## src/smc_pkg.sv

```systemverilog
package smc_pkg;

    // ********************
    // Configuration word layout
    // ********************
    localparam int CFG_W = 16;
    localparam logic [15:0] CFG_RESET = 16'h0000;
    localparam int SCAN_LSB = 14;
    localparam int SCAN_W = 2;
    localparam int CAL_BIT = 13;
    localparam int CHAN_LSB = 8;
    localparam int CHAN_W = 2;
    localparam int ROUTE_LSB = 0;
    localparam int ROUTE_W = 6;
    localparam logic [4:0] FULL_COUNT = 5'h10;

    // ********************
    // Routing codes held in the low six bits
    // ********************
    localparam logic [5:0] ROUTE_NONE = 6'h00;
    localparam logic [5:0] ROUTE_TEMP_MUX = 6'h20;
    localparam logic [5:0] ROUTE_BUS_IN = 6'h23;
    localparam logic [5:0] ROUTE_DRV_CHAN = 6'h02;
    localparam logic [5:0] ROUTE_DRV_TEMP = 6'h22;

    typedef enum logic [6:0] {
        SMC_PARALLEL = 7'h01,
        SMC_MUX_CHAN = 7'h02,
        SMC_MUX_TEMP = 7'h04,
        SMC_BUS_IN = 7'h08,
        SMC_DRV_CHAN = 7'h10,
        SMC_DRV_TEMP = 7'h20,
        SMC_RESERVED = 7'h40
    } smc_mode_t;

    // ********************
    // Pin sampling
    // ********************
    localparam int PIN_W = 5;
    localparam int PIN_SCLK = 0;
    localparam int PIN_DIN = 1;
    localparam int PIN_DSEL = 2;
    localparam int PIN_SEL_N = 3;
    localparam int PIN_BP_N = 4;
    localparam logic [4:0] PIN_IDLE = 5'h1D;
    localparam logic SERIAL_OUT_IDLE = 1'h0;

    // ********************
    // Register map
    // ********************
    localparam int AXI_AW = 4;
    localparam logic [3:0] REG_CTRL = 4'h0;
    localparam logic [3:0] REG_STATUS = 4'h4;
    localparam logic [3:0] REG_LOADS = 4'h8;
    localparam int CTRL_LINK_EN_BIT = 0;
    localparam int CTRL_SOFT_CLR_BIT = 1;
    localparam logic CTRL_LINK_EN_RESET = 1'h1;
    localparam int ST_MODE_LSB = 0;
    localparam int ST_CHAN_LSB = 8;
    localparam int ST_CAL_BIT = 10;
    localparam int ST_DRIVE_BIT = 11;
    localparam int ST_BUS_IN_BIT = 12;
    localparam int ST_TEMP_BIT = 13;
    localparam int ST_PARALLEL_BIT = 14;
    localparam int ST_BUSY_BIT = 16;
    localparam int ST_LINK_EN_BIT = 17;
    localparam logic [1:0] RESP_OKAY = 2'h0;
    localparam logic [1:0] RESP_SLVERR = 2'h2;

endpackage : smc_pkg

```

## src/smc_route_decode.sv

```systemverilog
`timescale 1ns/100ps
module smc_route_decode (
    input wire logic aclk,
    input wire logic aresetn,
    input wire logic [15:0] cfg,
    output smc_pkg::smc_mode_t mode,
    output logic [1:0] mux_channel,
    output logic shunt_cal_enable,
    output logic bus_drive_enable,
    output logic bus_to_first_mux,
    output logic temp_to_mux,
    output logic parallel_outputs
);

    // ********************
    // Pattern decode
    // ********************
    // Bits 12..10 and 7..6 are never looked at, so they cannot change the routing.
    logic [1:0] scan_bits;
    logic cal_bit;
    logic [1:0] chan_bits;
    logic [5:0] route_bits;
    smc_pkg::smc_mode_t next_mode;

    assign scan_bits = cfg[smc_pkg::SCAN_LSB +: smc_pkg::SCAN_W];
    assign cal_bit = cfg[smc_pkg::CAL_BIT];
    assign chan_bits = cfg[smc_pkg::CHAN_LSB +: smc_pkg::CHAN_W];
    assign route_bits = cfg[smc_pkg::ROUTE_LSB +: smc_pkg::ROUTE_W];

    always_comb
    begin
        next_mode = smc_pkg::SMC_RESERVED;
        if (scan_bits == 2'h0)
        begin
            if (route_bits == smc_pkg::ROUTE_NONE)
            begin
                if (!cal_bit && chan_bits == 2'h0)
                begin
                    next_mode = smc_pkg::SMC_PARALLEL;
                end
                else
                begin
                    next_mode = smc_pkg::SMC_MUX_CHAN;
                end
            end
            else if (route_bits == smc_pkg::ROUTE_TEMP_MUX && !cal_bit)
            begin
                next_mode = smc_pkg::SMC_MUX_TEMP;
            end
            else if (route_bits == smc_pkg::ROUTE_BUS_IN && !cal_bit)
            begin
                next_mode = smc_pkg::SMC_BUS_IN;
            end
            else if (route_bits == smc_pkg::ROUTE_DRV_CHAN)
            begin
                next_mode = smc_pkg::SMC_DRV_CHAN;
            end
            else if (route_bits == smc_pkg::ROUTE_DRV_TEMP && !cal_bit)
            begin
                next_mode = smc_pkg::SMC_DRV_TEMP;
            end
        end
    end

    // ********************
    // Registered routing controls
    // ********************
    // Unknown patterns decode to SMC_RESERVED, which sets the same routing outputs as reset, so the bus is never driven by mistake.
    always_ff @(posedge aclk)
    begin
        if (!aresetn)
        begin
            mode <= smc_pkg::SMC_PARALLEL;
            mux_channel <= 2'h0;
            shunt_cal_enable <= 1'h0;
            bus_drive_enable <= 1'h0;
            bus_to_first_mux <= 1'h0;
            temp_to_mux <= 1'h0;
            parallel_outputs <= 1'h1;
        end
        else
        begin
            mode <= next_mode;
            mux_channel <= (next_mode == smc_pkg::SMC_MUX_CHAN || next_mode == smc_pkg::SMC_DRV_CHAN) ?
                chan_bits : 2'h0;
            shunt_cal_enable <= cal_bit &&
                (next_mode == smc_pkg::SMC_MUX_CHAN || next_mode == smc_pkg::SMC_DRV_CHAN);
            bus_drive_enable <= (next_mode == smc_pkg::SMC_DRV_CHAN || next_mode == smc_pkg::SMC_DRV_TEMP);
            bus_to_first_mux <= (next_mode == smc_pkg::SMC_BUS_IN);
            temp_to_mux <= (next_mode == smc_pkg::SMC_MUX_TEMP || next_mode == smc_pkg::SMC_DRV_TEMP);
            parallel_outputs <= (next_mode == smc_pkg::SMC_PARALLEL || next_mode == smc_pkg::SMC_RESERVED);
        end
    end

endmodule : smc_route_decode

```

## src/smc_config_top.sv

```systemverilog
`timescale 1ns/100ps
module smc_config_top #(
    parameter int SYNC_STAGES = 2
) (
    input wire logic aclk,
    input wire logic aresetn,
    input wire logic [3:0] s_axi_awaddr,
    input wire logic s_axi_awvalid,
    output logic s_axi_awready,
    input wire logic [31:0] s_axi_wdata,
    input wire logic [3:0] s_axi_wstrb,
    input wire logic s_axi_wvalid,
    output logic s_axi_wready,
    output logic [1:0] s_axi_bresp,
    output logic s_axi_bvalid,
    input wire logic s_axi_bready,
    input wire logic [3:0] s_axi_araddr,
    input wire logic s_axi_arvalid,
    output logic s_axi_arready,
    output logic [31:0] s_axi_rdata,
    output logic [1:0] s_axi_rresp,
    output logic s_axi_rvalid,
    input wire logic s_axi_rready,
    input wire logic serial_clock_line,
    input wire logic serial_in_line,
    input wire logic data_or_slot_select,
    input wire logic module_select_n,
    input wire logic backplane_reset_n,
    output logic serial_out_line,
    output smc_pkg::smc_mode_t mode,
    output logic [1:0] channel_field,
    output logic shunt_cal_enable,
    output logic bus_drive_enable,
    output logic bus_to_first_mux,
    output logic temp_to_mux,
    output logic parallel_outputs
);

    // ********************
    // Elaboration checks
    // ********************
    if (SYNC_STAGES < 2)
    begin : g_sync_check
        $error("SYNC_STAGES must be at least two.");
    end

    // ********************
    // Helper functions
    // ********************
    function automatic logic addr_mapped(input logic [3:0] addr);
        addr_mapped = (addr == smc_pkg::REG_CTRL) || (addr == smc_pkg::REG_STATUS) ||
            (addr == smc_pkg::REG_LOADS);
    endfunction : addr_mapped

    function automatic logic rise(input logic now_level, input logic last_level);
        rise = now_level && !last_level;
    endfunction : rise

    // ********************
    // Pin synchronisers
    // ********************
    // Only the last stage of the chain is read by any logic.
    logic [SYNC_STAGES-1:0][smc_pkg::PIN_W-1:0] sync_chain, next_sync_chain;
    logic [smc_pkg::PIN_W-1:0] pins_now, pins_last;

    always_comb
    begin
        next_sync_chain[0] = {backplane_reset_n, module_select_n, data_or_slot_select,
            serial_in_line, serial_clock_line};
        for (int i = 1; i < SYNC_STAGES; i++)
        begin
            next_sync_chain[i] = sync_chain[i-1];
        end
    end

    always_ff @(posedge aclk)
    begin
        if (!aresetn)
        begin
            sync_chain <= {SYNC_STAGES{smc_pkg::PIN_IDLE}};
            pins_last <= smc_pkg::PIN_IDLE;
        end
        else
        begin
            sync_chain <= next_sync_chain;
            pins_last <= pins_now;
        end
    end

    assign pins_now = sync_chain[SYNC_STAGES-1];

    // ********************
    // Serial link and configuration word
    // ********************
    logic [15:0] shift_word, next_shift_word;
    logic [4:0] bit_count, next_bit_count;
    logic [15:0] cfg_word, next_cfg_word;
    logic [31:0] load_count, next_load_count;
    logic link_enable, next_link_enable;
    logic soft_clear, next_soft_clear;
    logic sclk_rise, select_active, select_release, data_phase;

    assign sclk_rise = rise(pins_now[smc_pkg::PIN_SCLK], pins_last[smc_pkg::PIN_SCLK]);
    assign select_active = !pins_now[smc_pkg::PIN_SEL_N];
    assign select_release = rise(pins_now[smc_pkg::PIN_SEL_N], pins_last[smc_pkg::PIN_SEL_N]);
    assign data_phase = !pins_now[smc_pkg::PIN_DSEL];

    always_comb
    begin
        next_shift_word = shift_word;
        next_bit_count = bit_count;
        next_cfg_word = cfg_word;
        next_load_count = load_count;
        if (select_active && data_phase && sclk_rise && link_enable)
        begin
            next_shift_word = {shift_word[14:0], pins_now[smc_pkg::PIN_DIN]};
            if (bit_count != smc_pkg::FULL_COUNT)
            begin
                next_bit_count = bit_count + 5'h01;
            end
        end
        if (select_release)
        begin
            // A short frame is dropped whole rather than loading a half-shifted word.
            if (bit_count == smc_pkg::FULL_COUNT)
            begin
                next_cfg_word = shift_word;
                next_load_count = load_count + 32'h0000_0001;
            end
            next_bit_count = 5'h00;
        end
        if (!pins_now[smc_pkg::PIN_BP_N] || soft_clear)
        begin
            next_cfg_word = smc_pkg::CFG_RESET;
            next_bit_count = 5'h00;
        end
    end

    always_ff @(posedge aclk)
    begin
        if (!aresetn)
        begin
            shift_word <= 16'h0000;
            bit_count <= 5'h00;
            cfg_word <= smc_pkg::CFG_RESET;
            load_count <= 32'h0000_0000;
        end
        else
        begin
            shift_word <= next_shift_word;
            bit_count <= next_bit_count;
            cfg_word <= next_cfg_word;
            load_count <= next_load_count;
        end
    end

    // The readback line carries nothing; the word is write-only on the link.
    assign serial_out_line = smc_pkg::SERIAL_OUT_IDLE;

    // ********************
    // Routing decode
    // ********************
    smc_route_decode u_decode (
        .aclk(aclk),
        .aresetn(aresetn),
        .cfg(cfg_word),
        .mode(mode),
        .mux_channel(channel_field),
        .shunt_cal_enable(shunt_cal_enable),
        .bus_drive_enable(bus_drive_enable),
        .bus_to_first_mux(bus_to_first_mux),
        .temp_to_mux(temp_to_mux),
        .parallel_outputs(parallel_outputs)
    );

    // ********************
    // AXI4-Lite register slave
    // ********************
    logic aw_held, next_aw_held;
    logic [3:0] aw_addr, next_aw_addr;
    logic w_held, next_w_held;
    logic [31:0] w_data, next_w_data;
    logic [3:0] w_strb, next_w_strb;
    logic bvalid, next_bvalid;
    logic [1:0] bresp, next_bresp;
    logic rvalid, next_rvalid;
    logic [31:0] rdata, next_rdata;
    logic [1:0] rresp, next_rresp;
    logic [31:0] status_word;

    always_comb
    begin
        status_word = 32'h0000_0000;
        status_word[smc_pkg::ST_MODE_LSB +: 7] = mode;
        status_word[smc_pkg::ST_CHAN_LSB +: 2] = channel_field;
        status_word[smc_pkg::ST_CAL_BIT] = shunt_cal_enable;
        status_word[smc_pkg::ST_DRIVE_BIT] = bus_drive_enable;
        status_word[smc_pkg::ST_BUS_IN_BIT] = bus_to_first_mux;
        status_word[smc_pkg::ST_TEMP_BIT] = temp_to_mux;
        status_word[smc_pkg::ST_PARALLEL_BIT] = parallel_outputs;
        status_word[smc_pkg::ST_BUSY_BIT] = select_active;
        status_word[smc_pkg::ST_LINK_EN_BIT] = link_enable;
    end

    assign s_axi_awready = !aw_held && !bvalid;
    assign s_axi_wready = !w_held && !bvalid;
    assign s_axi_arready = !rvalid;

    always_comb
    begin
        next_aw_held = aw_held;
        next_aw_addr = aw_addr;
        next_w_held = w_held;
        next_w_data = w_data;
        next_w_strb = w_strb;
        next_bvalid = bvalid;
        next_bresp = bresp;
        next_rvalid = rvalid;
        next_rdata = rdata;
        next_rresp = rresp;
        next_link_enable = link_enable;
        next_soft_clear = 1'h0;
        if (s_axi_awvalid && s_axi_awready)
        begin
            next_aw_held = 1'h1;
            next_aw_addr = s_axi_awaddr;
        end
        if (s_axi_wvalid && s_axi_wready)
        begin
            next_w_held = 1'h1;
            next_w_data = s_axi_wdata;
            next_w_strb = s_axi_wstrb;
        end
        if (aw_held && w_held && !bvalid)
        begin
            next_aw_held = 1'h0;
            next_w_held = 1'h0;
            next_bvalid = 1'h1;
            next_bresp = addr_mapped(aw_addr) ? smc_pkg::RESP_OKAY : smc_pkg::RESP_SLVERR;
            if (aw_addr == smc_pkg::REG_CTRL && w_strb[0])
            begin
                next_link_enable = w_data[smc_pkg::CTRL_LINK_EN_BIT];
                next_soft_clear = w_data[smc_pkg::CTRL_SOFT_CLR_BIT];
            end
        end
        if (bvalid && s_axi_bready)
        begin
            next_bvalid = 1'h0;
        end
        if (s_axi_arvalid && s_axi_arready)
        begin
            next_rvalid = 1'h1;
            next_rresp = addr_mapped(s_axi_araddr) ? smc_pkg::RESP_OKAY : smc_pkg::RESP_SLVERR;
            if (s_axi_araddr == smc_pkg::REG_CTRL)
            begin
                next_rdata = {30'h0000_0000, 1'h0, link_enable};
            end
            else if (s_axi_araddr == smc_pkg::REG_STATUS)
            begin
                next_rdata = status_word;
            end
            else if (s_axi_araddr == smc_pkg::REG_LOADS)
            begin
                next_rdata = load_count;
            end
            else
            begin
                next_rdata = 32'h0000_0000;
            end
        end
        else if (rvalid && s_axi_rready)
        begin
            next_rvalid = 1'h0;
        end
    end

    always_ff @(posedge aclk)
    begin
        if (!aresetn)
        begin
            aw_held <= 1'h0;
            aw_addr <= 4'h0;
            w_held <= 1'h0;
            w_data <= 32'h0000_0000;
            w_strb <= 4'h0;
            bvalid <= 1'h0;
            bresp <= smc_pkg::RESP_OKAY;
            rvalid <= 1'h0;
            rdata <= 32'h0000_0000;
            rresp <= smc_pkg::RESP_OKAY;
            link_enable <= smc_pkg::CTRL_LINK_EN_RESET;
            soft_clear <= 1'h0;
        end
        else
        begin
            aw_held <= next_aw_held;
            aw_addr <= next_aw_addr;
            w_held <= next_w_held;
            w_data <= next_w_data;
            w_strb <= next_w_strb;
            bvalid <= next_bvalid;
            bresp <= next_bresp;
            rvalid <= next_rvalid;
            rdata <= next_rdata;
            rresp <= next_rresp;
            link_enable <= next_link_enable;
            soft_clear <= next_soft_clear;
        end
    end

    assign s_axi_bvalid = bvalid;
    assign s_axi_bresp = bresp;
    assign s_axi_rvalid = rvalid;
    assign s_axi_rdata = rdata;
    assign s_axi_rresp = rresp;

endmodule : smc_config_top

```

## config.mk

```make
export PLATFORM = sky130hd
export DESIGN_NAME = smc_config_top
export DESIGN_NICKNAME = d
export VERILOG_FILES = /design/src/smc_pkg.sv /design/src/smc_route_decode.sv /design/src/smc_config_top.sv
export SDC_FILE = /design/constraint.sdc
export NUM_CORES = 1
export LEC_CHECK = 0
export CAP_MARGIN = 10
export CORE_MARGIN = 2
export CORE_UTILIZATION = 57
export DETAILED_ROUTE_END_ITERATION = 10
export DONT_BUFFER_PORTS = 1
export GPL_ROUTABILITY_DRIVEN = 0
export MAX_ROUTING_LAYER = met4
export PLACE_DENSITY = 0.75
export REMOVE_ABC_BUFFERS = 1
export SKIP_CTS_REPAIR_TIMING = 1
export SLEW_MARGIN = 20
export SYNTH_ARGS = -nofsm -noshare
export SYNTH_HDL_FRONTEND = slang
export SYNTH_HIERARCHICAL = 1
export SYNTH_SLANG_ARGS = --single-unit
```

## constraint.sdc

```tcl
create_clock -name aclk -period 2.2 [get_ports aclk]
set_input_delay 0.44 -clock aclk [delete_from_list [all_inputs] [get_ports aclk]]
set_output_delay 0.44 -clock aclk [all_outputs]
set_load 0.05 [all_outputs]
```

# Yosys cells after proc, flatten, opt, wreduce, memory -nomap -nowiden
# Cells that the tools add are included.
# totals
reg_bits	146
# classes
n_addsub	2
n_eq_ne	17
muxes	14
bitwise	1
n_reduce_logical	54
# op_table
operator	count
two-way mux 32 bit	3
two-way mux 7 bit	6
adder 32 x 1 -> 32 bit, second input constant	1
logical AND 1 bit	20
== test 6 bit, second input constant	3
logical NOT 1 bit	10
logical OR 1 bit	9
== test 4 x 3 -> 1 bit, second input constant	2
== test 4 bit, second input constant	2
logical NOT 4 bit	2
AND reduction 2 bit	4
== test 7 x 1 -> 1 bit, second input constant	1
== test 7 x 2 -> 1 bit, second input constant	1
== test 7 x 3 -> 1 bit, second input constant	1
== test 7 x 4 -> 1 bit, second input constant	1
== test 7 x 5 -> 1 bit, second input constant	1
== test 7 x 6 -> 1 bit, second input constant	1
== test 7 bit, second input constant	1
== test 6 x 2 -> 1 bit, second input constant	1
logical NOT 6 bit	1
two-way mux 2 bit	3
OR reduction 2 bit	3
adder 5 x 1 -> 5 bit, second input constant	1
== test 5 bit, second input constant	1
other kinds (7)	9

# Depth between registers and ports, before layout
# depth
depth_word	11
ltp_mapped	8
depth_no_buf	6

# By module
# Netlist, hierarchy kept.
# modules_own_cells
module	n_inst	cells_per_inst	area_each_um2
smc_config_top	1	613	5186.2
smc_route_decode	1	44	513.0

# Least setup slack after synthesis
# Ideal clock, no wire load.
# synth_path
path_kind	register to register
start	register bvalid (netlist: s_axi_bvalid)
end	register aw_addr[3]
arrival_time_ps	1958
slack_ps	114
path_stages_with_launch	6
n_path_buf	1
period_less_slack_ps	2086
path_cell_list	dfxtp_1 > nor2_1 > and2_1 > clkbuf_1 > mux2i_1 > nor2_1
# synth_between
elab_chain_len	3
# synth_lines
item	line	text
start, declared	smc_config_top.sv:184	logic bvalid, next_bvalid;
start signal, assigned	smc_config_top.sv:301	bvalid <= next_bvalid;
logical NOT 1 bit	smc_config_top.sv:205	assign s_axi_awready = !aw_held && !bvalid;
logical AND 1 bit	smc_config_top.sv:205	
via s_axi_awready	smc_config_top.sv:9	output logic s_axi_awready,
logical AND 1 bit	smc_config_top.sv:223	if (s_axi_awvalid && s_axi_awready)
end signal, assigned	smc_config_top.sv:297	aw_addr <= next_aw_addr;
end, declared	smc_config_top.sv:180	logic [3:0] aw_addr, next_aw_addr;
# The timed path passes the listed nets, and every way through them passes these cells.
# A chain may end at the register's enable or synchronous reset.

# Final worst setup path
# layout_path
start	register bit_count[0]
end	register load_count[21]
# layout_between
elab_chain_len	2
# layout_lines
item	line	text
start, declared	smc_config_top.sv:96	logic [4:0] bit_count, next_bit_count;
start signal, assigned	smc_config_top.sv:151	bit_count <= next_bit_count;
== test 5 bit	smc_config_top.sv:125	if (bit_count == smc_pkg::FULL_COUNT)
AND reduction 2 bit (no line)	-	
end signal, assigned	smc_config_top.sv:153	load_count <= next_load_count;
end, declared	smc_config_top.sv:98	logic [31:0] load_count, next_load_count;
# Every way passes these cells.

==> flow_summary.toml <==
[clock_tree]
root_buffer = "clkbuf_8"
cts_max_path_buffers = 2
cts_tree = "built"
clkSlewWorstSetupHoldPaths_ns = 0.06
numCtsBuffers = 17
insertion_delay_ns = 0.51
clock_sinks = 137
htreeDepth = 4

[timing]
relSlewSlack_pct = 60.5
post-route-period-util_pct = 95.9
hold_viol_final = 0
clock.fmax_ghz = 0.474
finalCriticalPeriod_ns = 2.11
fin_tns_setup_ns = 0
whs_ns = 0.0123
worst_pin_slew_ns = 0.592
fin_skew_ns = 0.00921
setup_slack_ns = 0.0909
rsz0062_at_grt = "no"
setup-violations-final = 0
drv_slew = 0

[run]
maxCapViolCount = 0

[power]
vdd_ir_drop_max_v = 0.000506
p_leak_nw = 2.17
total_power_mw = 5.64
power.density_nw_per_um2 = 888

[route]
dr.pass1.iters = 4
finalWirelength_um = 12300
drtIter0Drc = 197
drc = 0
vias_per_cell = 5.78
via_count = 4489
antenna_left = 0
wl_per_cell_um = 15.8

[place]
place_area_um2 = 5690
dp_hpwl_um = 7780
dp_cells = 742
portBuffers = 0
pre_cts_slack_ns = 0.00982

[die]
initial_utilization_pct = 59.4
io_pins = 112
die-width_um = 103
die_area_um2 = 10500
coreArea_um2 = 9330
rows = 35
dieHeight_um = 103

[setup_path]
r2r-start = "bit_count[0]$_SDFFE_PP0P_"
required_ns = 2.64
cp_max_fo = 8
end_kind = "flop"
start_kind = "flop"
cp-endpoint = "load_count[21]$_SDFFE_PN0P_"
startpoint = "bit_count[0]$_SDFFE_PP0P_"
cp.arrival_ns = 2.55
rrSetupSlack_ns = 0.09
r2r_end = "load_count[21]$_SDFFE_PN0P_"
critPathKind = "reg -> reg"
ff2ff_path_depth = 6

[global_route]
grt_max_degree = 74
antenna_found_initial = 0
grt_use_total_pct = 24.7
grt_pass1_vias = 4237
grt_first_pass_wirelength_um = 19800
grt_overflow_total = 0

[status]
status = "finished, final reports clean"

[logic_synthesis]
yosys_warnings = 6
syn-cell-area_um2 = 5540
syn_inst = 637
synth_area_per_cell_um2 = 8.69

[cells_and_area]
drive_gt1_share_pct = 11.0
layoutNonFillerInstCount = 776
final_area_um2 = 6350
antenna_cells = 0
utilization_pct = 68.1
syn2layout_area_growth_pct = 14.7
layout.nets = 693

[min_path]
hold_path_class = "in -> reg"
## layer usage
layer | wire length [um] | part of all wire, % | GRT usage, % | up-vias
met1 | 5250 | 43 | 27.5 | 2135
met5 | 0 | 0 | - | -
met4 | 161 | 1.3 | 7.38 | 0
met3 | 611 | 5.0 | 6.31 | 13
met2 | 6250 | 51 | 43.5 | 118
li1 | - | - | - | 2223
## report_power, final
part	total [mW]	switching, mW	internal [mW]
registers	2.54	0.0274	2.51
clock network	2.89	1.09	1.80
logic	0.214	0.148	0.0654
## sequential cells by signal (all words and copies together) (netlist names), 2 cells and up
name,count
aw_addr,4
bit_count,5
cfg_word,11
load_count,32
next_sync_chain,5
pins_last,2
pins_now,5
s_axi_rdata,32
shift_word,16
u_decode/mode,7
u_decode/mux_channel,2
w_data,2
## final cells by class
type / instances / area (um^2)
Timing Repair Buffer: 21 / 175
Multi-Input combinational cell: 446 / 2620
Clock inverter: 13 / 166
Clock buffer: 19 / 442
Tap cell: 129 / 161
Fill cell: 757 / 2980
Inverter: 11 / 41.3
Sequential cell: 137 / 2740
## layout by cell type, fill, tap and decap left out, types with 3 or more instances in the layout
cell type / count
mux2i_1: 14
nor2b_1: 3
nand3_1: 27
nand4_1: 14
inv_1: 10
o311ai_0: 3
or3_1: 7
buf_4: 18
and2_1: 14
conb_1: 3
nor4_1: 5
bufinv_16: 3
nor2_1: 37
a21oi_1: 66
nor3_1: 4
dfxtp_1: 137
clkbuf_8: 3
and3_1: 8
nor4b_2: 3
a2bb2oi_1: 9
nand2b_1: 23
o31ai_1: 10
xnor2_1: 3
and4_1: 6
a22oi_1: 15
clkbuf_16: 16
nor4_2: 3
or4_1: 10
o21ai_0: 14
xor2_1: 8
clkinvlp_4: 3
nand2_1: 111
inv_6: 4
## worst max-delay path, cell delays in order (launching register included)
cell and delay (ns):
dfxtp_1 0.32, inv_1 0.09, ha_2 0.22, nand4bb_4 0.11, or4_4 0.60, or4_1 0.53
a21oi_1 0.17
## how the worst min path moves through the flow
stage                                   from                       endpoint  slack (ns)  cells past startpoint
2_1_floorplan  next_sync_chain[5]$_SDFF_PN1_         pins_now[0]$_SDFF_PN1_        0.39                      1
5_1_grt                    serial_clock_line  next_sync_chain[5]$_SDFF_PN1_       0.006                      1
4_1_cts                              aresetn       link_enable$_SDFFE_PN1P_       -0.02                      1
3_3_place_gp   next_sync_chain[7]$_SDFF_PN1_         pins_now[2]$_SDFF_PN1_        0.39                      1
3_5_place_dp   next_sync_chain[7]$_SDFF_PN1_         pins_now[2]$_SDFF_PN1_        0.39                      1
6_report                             aresetn  next_sync_chain[8]$_SDFF_PN1_        0.01                      1
Power figures use the tool's default switching activity.
